File: src/logic/eas_pkg.sv
`default_nettype none
package eas_pkg;
  // ************************************************************
  // Access kinds and widths
  // ************************************************************
  typedef enum logic [2:0] {
    EAS_OP_SCALAR = 3'b000,
    EAS_OP_STRING = 3'b001,
    EAS_OP_MULTI  = 3'b010
  } eas_op_e;

  typedef enum logic [1:0] {
    EAS_W1 = 2'b00,
    EAS_W2 = 2'b01,
    EAS_W4 = 2'b10,
    EAS_W8 = 2'b11
  } eas_width_e;

  localparam int          EAS_ADDR_W    = 32;
  localparam int          EAS_DATA_W    = 64;
  localparam logic [2:0]  EAS_SWZ_W8    = 3'h0;
  localparam logic [2:0]  EAS_SWZ_W4    = 3'h4;
  localparam logic [2:0]  EAS_SWZ_W2    = 3'h6;
  localparam logic [2:0]  EAS_SWZ_W1    = 3'h7;
  localparam logic        EAS_BIG_END   = 1'b0;
  localparam logic        EAS_MODE_RST  = 1'b0;

  // ************************************************************
  // Request and memory carriers
  // ************************************************************
  typedef struct packed {
    logic [EAS_ADDR_W-1:0] addr;
    eas_width_e            width;
    eas_op_e               op;
    logic                  write;
    logic [EAS_DATA_W-1:0] wdata;
  } eas_req_s;

  typedef struct packed {
    logic [EAS_ADDR_W-1:0] addr;
    eas_width_e            width;
    logic                  write;
    logic [EAS_DATA_W-1:0] wdata;
  } eas_mem_s;
endpackage
`default_nettype wire

File: src/logic/eas_swizzle.sv
// Notes on behaviour
// - Little-endian XORs low address bits by width
// - Modified address and exact width to memory
// - Little-endian misaligned scalar raises alignment fault
// - Little-endian string instructions always fault
// - Little-endian load/store multiple always fault
// - Lowest byte appears at effective address
// - Mode bits: zero big, one little
// - Exception copies exception bit into mode
// - Aligned means address multiple of length
`timescale 1ns/1ns
`default_nettype none
module eas_swizzle (
  input  wire logic              clk_sys_i,        // System clock
  input  wire logic              arst_n_i,         // Async reset, active low
  input  wire logic              req_valid_i,      // Access request strobe
  input  wire eas_pkg::eas_req_s req_i,            // Access request
  input  wire logic              exc_take_i,       // Exception being taken
  input  wire logic              mode_wr_i,        // Mode bits write strobe
  input  wire logic              mode_wdata_i,     // New byte order
  input  wire logic              exc_bo_wdata_i,   // New exception order
  output logic                   mem_valid_o,      // Access to memory
  output eas_pkg::eas_mem_s      mem_o,            // Address, width, data
  output logic                   align_exc_o,      // Alignment fault pulse
  output logic                   byte_swap_mode_o, // Current byte order
  output logic                   exc_byte_order_o  // Exception byte order
);
  import eas_pkg::*;

  // ************************************************************
  // Helpers
  // ************************************************************
  function automatic logic [2:0] swz_mask(input eas_width_e w);
    case (w)
      EAS_W8:  swz_mask = EAS_SWZ_W8;
      EAS_W4:  swz_mask = EAS_SWZ_W4;
      EAS_W2:  swz_mask = EAS_SWZ_W2;
      default: swz_mask = EAS_SWZ_W1;
    endcase
  endfunction

  function automatic logic misaligned(input eas_width_e w,
                                      input logic [2:0] a);
    case (w)
      EAS_W8:  misaligned = |a;
      EAS_W4:  misaligned = |a[1:0];
      EAS_W2:  misaligned = a[0];
      default: misaligned = 1'b0;
    endcase
  endfunction

  // ************************************************************
  // Mode bits
  // ************************************************************
  logic byte_swap_mode;
  logic exc_byte_order;

  always_ff @(posedge clk_sys_i or negedge arst_n_i) begin
    if (!arst_n_i) begin
      byte_swap_mode <= EAS_MODE_RST;
      exc_byte_order <= EAS_MODE_RST;
    end else if (exc_take_i) begin
      byte_swap_mode <= exc_byte_order;
    end else if (mode_wr_i) begin
      byte_swap_mode <= mode_wdata_i;
      exc_byte_order <= exc_bo_wdata_i;
    end
  end

  // ************************************************************
  // Address stage
  // ************************************************************
  logic       little;
  logic       fault;
  logic [2:0] next_low;

  always_comb begin
    little = (byte_swap_mode != EAS_BIG_END);
    fault  = 1'b0;
    next_low = req_i.addr[2:0];
    if (little) begin
      next_low = req_i.addr[2:0] ^ swz_mask(req_i.width);
      if (req_i.op == EAS_OP_STRING) begin
        fault = 1'b1;
      end else if (req_i.op == EAS_OP_MULTI) begin
        fault = 1'b1;
      end else begin
        fault = misaligned(req_i.width, req_i.addr[2:0]);
      end
    end
    // big-endian leaves address and checks untouched
  end

  always_ff @(posedge clk_sys_i or negedge arst_n_i) begin
    if (!arst_n_i) begin
      mem_valid_o <= 1'b0;
      align_exc_o <= 1'b0;
      mem_o       <= '0;
    end else begin
      mem_valid_o <= req_valid_i && !fault;
      align_exc_o <= req_valid_i && fault;
      if (req_valid_i && !fault) begin
        mem_o.addr  <= {req_i.addr[EAS_ADDR_W-1:3], next_low};
        mem_o.width <= req_i.width;
        mem_o.write <= req_i.write;
        mem_o.wdata <= req_i.wdata;
      end
    end
  end

  always_ff @(posedge clk_sys_i or negedge arst_n_i) begin
    if (!arst_n_i) begin
      byte_swap_mode_o <= EAS_MODE_RST;
      exc_byte_order_o <= EAS_MODE_RST;
    end else begin
      byte_swap_mode_o <= byte_swap_mode;
      exc_byte_order_o <= exc_byte_order;
    end
  end

  // ************************************************************
  // Checks
  // ************************************************************
  le_xor_a: assert property (@(posedge clk_sys_i)
    disable iff (!arst_n_i)
    req_valid_i && little && !fault |=> mem_valid_o &&
      mem_o.addr[2:0] == ($past(req_i.addr[2:0]) ^
                          swz_mask($past(req_i.width))))
    else $error("swizzled address wrong");

  be_pass_a: assert property (@(posedge clk_sys_i)
    disable iff (!arst_n_i)
    req_valid_i && !little |=> mem_valid_o && !align_exc_o &&
      mem_o.addr == $past(req_i.addr))
    else $error("big-endian address altered");

  str_exc_a: assert property (@(posedge clk_sys_i)
    disable iff (!arst_n_i)
    req_valid_i && little && req_i.op == EAS_OP_STRING |=> align_exc_o)
    else $error("string access not faulted");

  mul_exc_a: assert property (@(posedge clk_sys_i)
    disable iff (!arst_n_i)
    req_valid_i && little && req_i.op == EAS_OP_MULTI |=> align_exc_o)
    else $error("multiple access not faulted");

  mis_exc_a: assert property (@(posedge clk_sys_i)
    disable iff (!arst_n_i)
    req_valid_i && little && req_i.op == EAS_OP_SCALAR &&
      req_i.width == EAS_W4 && req_i.addr[1:0] != 2'h0 |=> align_exc_o)
    else $error("misaligned word not faulted");

  exc_mode_a: assert property (@(posedge clk_sys_i)
    disable iff (!arst_n_i)
    exc_take_i |=> byte_swap_mode == $past(exc_byte_order))
    else $error("mode not copied on exception");

  one_out_a: assert property (@(posedge clk_sys_i)
    disable iff (!arst_n_i)
    !(mem_valid_o && align_exc_o))
    else $error("fault and access together");

  w8_keep_a: assert property (@(posedge clk_sys_i)
    disable iff (!arst_n_i)
    req_valid_i && little && req_i.op == EAS_OP_SCALAR &&
      req_i.width == EAS_W8 && req_i.addr[2:0] == 3'h0 |=>
      mem_valid_o && mem_o.addr == $past(req_i.addr))
    else $error("double word address altered");

  w4_xor_a: assert property (@(posedge clk_sys_i)
    disable iff (!arst_n_i)
    req_valid_i && little && req_i.op == EAS_OP_SCALAR &&
      req_i.width == EAS_W4 && req_i.addr[1:0] == 2'h0 |=>
      mem_valid_o && mem_o.addr[2:0] == ($past(req_i.addr[2:0]) ^ EAS_SWZ_W4))
    else $error("word address not swizzled");

  w2_xor_a: assert property (@(posedge clk_sys_i)
    disable iff (!arst_n_i)
    req_valid_i && little && req_i.op == EAS_OP_SCALAR &&
      req_i.width == EAS_W2 && !req_i.addr[0] |=>
      mem_valid_o && mem_o.addr[2:0] == ($past(req_i.addr[2:0]) ^ EAS_SWZ_W2))
    else $error("half word address not swizzled");

  w1_xor_a: assert property (@(posedge clk_sys_i)
    disable iff (!arst_n_i)
    req_valid_i && little && req_i.op == EAS_OP_SCALAR &&
      req_i.width == EAS_W1 |=>
      mem_valid_o && mem_o.addr[2:0] == ($past(req_i.addr[2:0]) ^ EAS_SWZ_W1))
    else $error("byte address not swizzled");

  hi_keep_a: assert property (@(posedge clk_sys_i)
    disable iff (!arst_n_i)
    req_valid_i && !fault |=>
      mem_o.addr[EAS_ADDR_W-1:3] == $past(req_i.addr[EAS_ADDR_W-1:3]))
    else $error("upper address bits altered");

  data_pass_a: assert property (@(posedge clk_sys_i)
    disable iff (!arst_n_i)
    req_valid_i && !fault |=> mem_o.width == $past(req_i.width) &&
      mem_o.write == $past(req_i.write) &&
      mem_o.wdata == $past(req_i.wdata))
    else $error("width or data not passed");

  hw_mis_a: assert property (@(posedge clk_sys_i)
    disable iff (!arst_n_i)
    req_valid_i && little && req_i.op == EAS_OP_SCALAR &&
      req_i.width == EAS_W2 && req_i.addr[0] |=> align_exc_o)
    else $error("misaligned half word not faulted");

  dw_mis_a: assert property (@(posedge clk_sys_i)
    disable iff (!arst_n_i)
    req_valid_i && little && req_i.op == EAS_OP_SCALAR &&
      req_i.width == EAS_W8 && req_i.addr[2:0] != 3'h0 |=> align_exc_o)
    else $error("misaligned double word not faulted");

  mode_wr_a: assert property (@(posedge clk_sys_i)
    disable iff (!arst_n_i)
    mode_wr_i && !exc_take_i |=> byte_swap_mode == $past(mode_wdata_i) &&
      exc_byte_order == $past(exc_bo_wdata_i))
    else $error("mode bits not loaded");

  exc_keep_a: assert property (@(posedge clk_sys_i)
    disable iff (!arst_n_i)
    exc_take_i |=> exc_byte_order == $past(exc_byte_order))
    else $error("exception bit changed on exception");

  no_req_a: assert property (@(posedge clk_sys_i)
    disable iff (!arst_n_i)
    !req_valid_i |=> !mem_valid_o && !align_exc_o)
    else $error("output without request");

  mem_hold_a: assert property (@(posedge clk_sys_i)
    disable iff (!arst_n_i)
    !(req_valid_i && !fault) |=> $stable(mem_o))
    else $error("memory request changed while idle");

  mode_out_a: assert property (@(posedge clk_sys_i)
    disable iff (!arst_n_i)
    byte_swap_mode_o == $past(byte_swap_mode) &&
      exc_byte_order_o == $past(exc_byte_order))
    else $error("mode outputs do not follow");
endmodule
`default_nettype wire

File: config.mk
export PLATFORM = sky130hd
export DESIGN_NAME = eas_swizzle
export DESIGN_NICKNAME = d
export VERILOG_FILES = /design/src/logic/eas_pkg.sv /design/src/logic/eas_swizzle.sv
export SDC_FILE = /design/constraint.sdc
export NUM_CORES = 1
export LEC_CHECK = 0
export ABC_AREA = 1
export BUFFER_PORTS_ARGS = -buffer_cell sky130_fd_sc_hd__buf_2
export CORE_AREA = 4 4 104 106
export DETAILED_ROUTE_END_ITERATION = 16
export DIE_AREA = 0 0 108 110
export PLACE_DENSITY = 0.77
export RECOVER_POWER = 25
export SLEW_MARGIN = 30
export SYNTH_ARGS = -nofsm -noshare
export SYNTH_HDL_FRONTEND = slang
export SYNTH_SLANG_ARGS = --single-unit
File: constraint.sdc
create_clock -name clk_sys_i -period 2.3 [get_ports clk_sys_i]
set_clock_uncertainty 0.05 [all_clocks]
set_input_delay 0.23 -clock clk_sys_i [delete_from_list [all_inputs] [get_ports clk_sys_i]]
set_output_delay 0.23 -clock clk_sys_i [all_outputs]
set_load 0.005 [all_outputs]
## After elaboration in Yosys (flattened, before gate mapping)

Cells that the tools add are included.

- Flip-flop bits (word level): 105
- Input bits: 109
- Logic and storage cells: 33

- Equality and inequality tests: 5
- Mux-type cells: 9
- Bitwise operators: 2
- Reductions and logical operators: 7

Operators with widths:

| operator | count |
|---|---|
| 3-bit one-hot mux with 3 select lines | 1 |
| 3-bit two-way mux | 2 |
| 1-bit two-way mux | 5 |
| 2-bit equality test, second input constant | 2 |
| 3-bit by 1-bit equality test with 1-bit output, second input constant | 1 |
| 3-bit by 2-bit equality test with 1-bit output, second input constant | 1 |
| 1-bit one-hot mux with 3 select lines | 1 |
| 3-bit OR reduction | 1 |
| 3-bit XOR | 1 |
| 2-bit by 1-bit equality test with 1-bit output, second input constant | 1 |
| 1-bit logical AND | 2 |
| 2-bit AND reduction | 1 |
| 2-bit nonzero test | 1 |
| 2-bit OR reduction | 1 |
| 1-bit zero test | 1 |
| 1-bit inverter | 1 |

## Longest topological paths before layout

- Depth after elaboration: 7
- Gate-level depth with buffers: 9
- Depth with buffers taken out: 8

## Least setup slack after synthesis

Ideal clock, no wire load.

- Path type: input -> register
- Start point: in req_i[70] (netlist bit)
- End point: reg mem_o[69] (netlist bit)
- Setup time: 0.065 ns
- Arrival: 0.998 ns
- Required time: 2.185 ns
- Path slack: 1.187 ns
- Stages: 7
- Path through: o21ai_0 > nand3_1 > nand2_2 > buf_6 > buf_8 > nand3_1 > nand2_1

- Cells in the longest elaborated chain, start to end: 7

Ends and longest elaborated chain:

| element | line | text |
|---|---|---|
| start, declared | eas_swizzle.sv:17 | `input wire eas_pkg::eas_req_s req_i,` |
| 3-bit OR reduction or 2-bit OR reduction (tied branches) | eas_swizzle.sv:45, eas_swizzle.sv:46 |  |
| 1-bit one-hot mux with 3 select lines * | eas_swizzle.sv:44 | `case (w)` |
| 1-bit two-way mux * | eas_swizzle.sv:85 | `end else if (req_i.op == EAS_OP_MULTI) begin` |
| 1-bit two-way mux * | eas_swizzle.sv:83 | `if (req_i.op == EAS_OP_STRING) begin` |
| 1-bit two-way mux * | eas_swizzle.sv:81 | `if (little) begin` |
| 1-bit zero test * | eas_swizzle.sv:102 | `if (req_valid_i && !fault) begin` |
| 1-bit logical AND * | eas_swizzle.sv:102 |  |
| end, declared | eas_swizzle.sv:23 | `output eas_pkg::eas_mem_s mem_o,` |

Mark *: on every way between the ends. The rest lies on a longest branch, timed or not.
A chain may end at the register's enable or synchronous reset.

## Worst setup path after layout

- Start point: reg byte_swap_mode
- End point: reg mem_o[41] (netlist bit)

- Cells in the longest elaborated chain, start to end: 3

Ends and longest elaborated chain:

| element | line | text |
|---|---|---|
| start, declared | eas_swizzle.sv:55 | `logic byte_swap_mode;` |
| start signal, assigned | eas_swizzle.sv:63 | `byte_swap_mode <= exc_byte_order;` |
| start signal, assigned | eas_swizzle.sv:65 | `byte_swap_mode <= mode_wdata_i;` |
| 1-bit two-way mux | eas_swizzle.sv:81 |  |
| 1-bit zero test | eas_swizzle.sv:102 |  |
| 1-bit logical AND | eas_swizzle.sv:102 |  |

Every way passes these cells.

==> results.py <==
metrics = {
    "layout": {
        "nNetsFinal": 778,
        "antenna_cells": 0,
        "multi_input_comb_area_um2": 1370,
        "drive_gt1_frac": 0.347,
        "final_core_util": 0.574,
        "fin_cells": 807,
        "ff_latch_area_um2": 2630,
        "area_growth_pct": 27.6,
        "fill_cells": 867,
    },
    "drt": {
        "drc": 0,
        "vias": 3939,
        "wl_mm": 11.6,
        "drt_iter0_markers": 314,
        "routedWlPerCell_um": 14.3,
        "viasPerCell": 4.88,
        "ant_nets": 0,
        "dr.pass1.iters": 4,
    },
    "cts": {
        "path_clk_slew_ns": 0.11,
        "root_buffer": "clkbuf_8",
        "cts.sinks": 105,
        "cts_buffer_depth": 2,
        "post_cts_resized": 0,
        "insertion_delay_ns": 0.35,
        "cts_tree": "done",
        "htreeDepth": 3,
        "cts_buffers": 9,
    },
    "floorplan": {
        "die_x_um": 108,
        "dieHeight_um": 110,
        "die-area_um2": 11900,
        "initial_core_util": 0.450,
        "core-area_um2": 9770,
        "rows": 36,
        "ios": 212,
    },
    "global_routing": {
        "grt_use_total": 0.190,
        "gr-total-overflow": 0,
        "grt_pass1_vias": 3847,
        "antenna_found_initial": 1,
        "grt_max_degree": 101,
        "grt_pass1_wl_mm": 18.0,
    },
    "sta": {
        "worst_slew_pin_slew_ns": 0.840,
        "fin_crit_ns": 1.49,
        "maxSlewHeadroom": 0.440,
        "slew_violations": 0,
        "final_hold_viol_count": 0,
        "setup_violations": 0,
        "clock.fmax_ghz": 0.672,
        "rsz0062_at_grt": "false",
        "period_share": 0.647,
        "final.setup.tns_ns": 0,
    },
    "worst_setup_path": {
        "path_depth": 5,
        "worst_ep_required_time_ns": 2.55,
        "crit_chain": "nand2_4 -> nand2_4 -> buf_12 -> nand2_1 -> nand2_1",
        "endpoint_kind": "flip-flop",
        "cp-startpoint": "byte_swap_mode",
        "reg2reg_from": "byte_swap_mode",
        "worstSetupPathType": "flip-flop to flip-flop",
        "critPathBufInv": 1,
        "worstSetupStartpointType": "flip-flop",
        "crit_family": "simple AND/OR/NAND/NOR gates",
        "arrival_ns": 1.74,
        "crit_path_end": "mem_o[41]",
        "r2r-end": "mem_o[41]",
        "regToRegSetupSlack_ns": 0.81,
        "max_stage_delay_ns": 0.48,
        "slowest_stage": "dfrtp_1",
        "path_max_fanout": 71,
        "ff2ff_path_depth": 5,
    },
    "power": {
        "internal_power_mw": 3.31,
        "power_frac_seq": 0.499,
        "p_clk_frac": 0.277,
        "comb_power_share": 0.224,
        "vdd_drop_max_mv": 0.330,
        "switchingPower_mw": 1.43,
        "powerDensity_nw_per_um2": 844,
        "leakage_nw": 3.29,
        "netSwitchingFraction": 0.302,
    },
    "status": {
        "status": "complete, no violations",
    },
    "yosys": {
        "syn_nets": 581,
        "synth-seq-cells": 105,
        "netlist_area_um2": 4400,
        "synth_cell_types": 16,
        "yosysWarnings": 0,
        "synth-seq-area-share": 0.597,
        "avgSynthCellArea_um2": 9.32,
        "syn_inst": 472,
    },
    "placed_design": {
        "io_buffers": 211,
        "gp_congestion": 0.836,
        "post-dp-hpwl_mm": 8.04,
        "place_inst": 790,
    },
    "min_path": {
        "hp-class": "input port to flip-flop",
        "min_from": "mode_wr_i",
    },
    "flow_run": {
        "cap_violations": 0,
    },
}
## cell type report
type | instances | share of cell area
Clock buffer | 10 | 0.0245
Clock inverter | 6 | 0.0174
Inverter | 13 | 0.00869
Multi-Input combinational cell | 322 | 0.245
Sequential cell | 105 | 0.468
Tap cell | 133 | 0.0296
Timing Repair Buffer | 218 | 0.207
## metrics by stage
stage | cell area, µm² | hold WS, ns | power (mW) | setup WS [ns]
after CTS | 5620 | 0.0133 | 4.79 | 0.804
after floorplan | 4400 | -0.116 | 2.95 | 1.19
after global routing | 5610 | 0.0116 | 5.02 | 0.618
final | 5610 | 0.0364 | 4.74 | 0.811
after detailed placement | 5370 | 0.111 | 3.48 | 0.657
after global placement | 5370 | 0.109 | 3.43 | 0.723
## layout by cell type (no fill, tap or decap), drive strengths merged
| cell | count |
|---|---|
| clkinv | 2 |
| dfrtp | 105 |
| xor2 | 2 |
| clkbuf | 11 |
| nand2 | 208 |
| o21ai | 2 |
| nand4 | 1 |
| bufinv | 2 |
| buf | 216 |
| inv | 15 |
| nor2 | 3 |
| a21oi | 3 |
| a31oi | 1 |
| nand3 | 102 |
| dlygate4sd3 | 1 |
## sequential cells by signal, summed over array words and instances, names as in the netlist
| name | cells |
|---|---|
| mem_valid_o | 1 |
| exc_byte_order_o | 1 |
| byte_swap_mode | 1 |
| mem_o | 99 |
| align_exc_o | 1 |
| byte_swap_mode_o | 1 |
| exc_byte_order | 1 |
## worst min-delay path by stage
stage                     endpoint  slack [ns]  depth (start not counted)
floorplan              align_exc_o       -0.12                          0
global placement         mem_o[25]        0.11                          1
detailed placement       mem_o[28]        0.11                          1
CTS                 exc_byte_order        0.01                          2
global route        exc_byte_order        0.01                          2
finish              exc_byte_order        0.04                          2
## kinds of logic after synthesis
family	share of synthesized area
AND/OR/NAND/NOR	0.300
flip-flops	0.597
AO/OA/AOI/OAI	0.00711
XOR/XNOR	0.00398
buffers and inverters	0.0916
## power groups by stage
stage	clock network, mW	registers [mW]	logic, mW
global placement	0	2.39	1.04
floorplan	0	2.42	0.537
finish	1.31	2.37	1.06
CTS	1.34	2.37	1.09
global route	1.42	2.41	1.20
detailed placement	0	2.40	1.08
## repair_timing
item                                    CTS  global route
setup buffers                             0             0
hold buffers                              1             0
endpoints found under the setup margin    0             0
hold endpoints to repair                 23             0
## metal layers
layer,up-vias,wire [µm],GRT usage,share of wire
met5,-,8,0,0.00069
met4,2,127,0.0568,0.011
met3,12,925,0.0478,0.080
met2,164,5780,0.331,0.50
met1,1872,4740,0.235,0.41
li1,1889,-,-,-
## Yosys cell counts
cell type  count  area, µm²
nand2_1      206        773
dfrtp_1      105       2630
nand3_1      102        510
inv_1         13       48.8
buf_6         11        124
buf_4         10       75.1
buf_8         10        150
a21oi_1        3       15.0
nor2_1         3       11.3
o21ai_0        2       10.0
xor2_1         2       17.5
a31oi_1        1       6.26
buf_2          1       5.00
nand2_2        1       6.26
nand2_4        1       11.3
nand4_1        1       6.26
## worst reg2reg max path: stages, from the launching register on
cell and delay (ns):
dfrtp_1 0.48, nand2_4 0.10, nand2_4 0.27, buf_12 0.32, nand2_1 0.14, nand2_1 0.08
No activity file was read; power rests on OpenSTA's default activity.
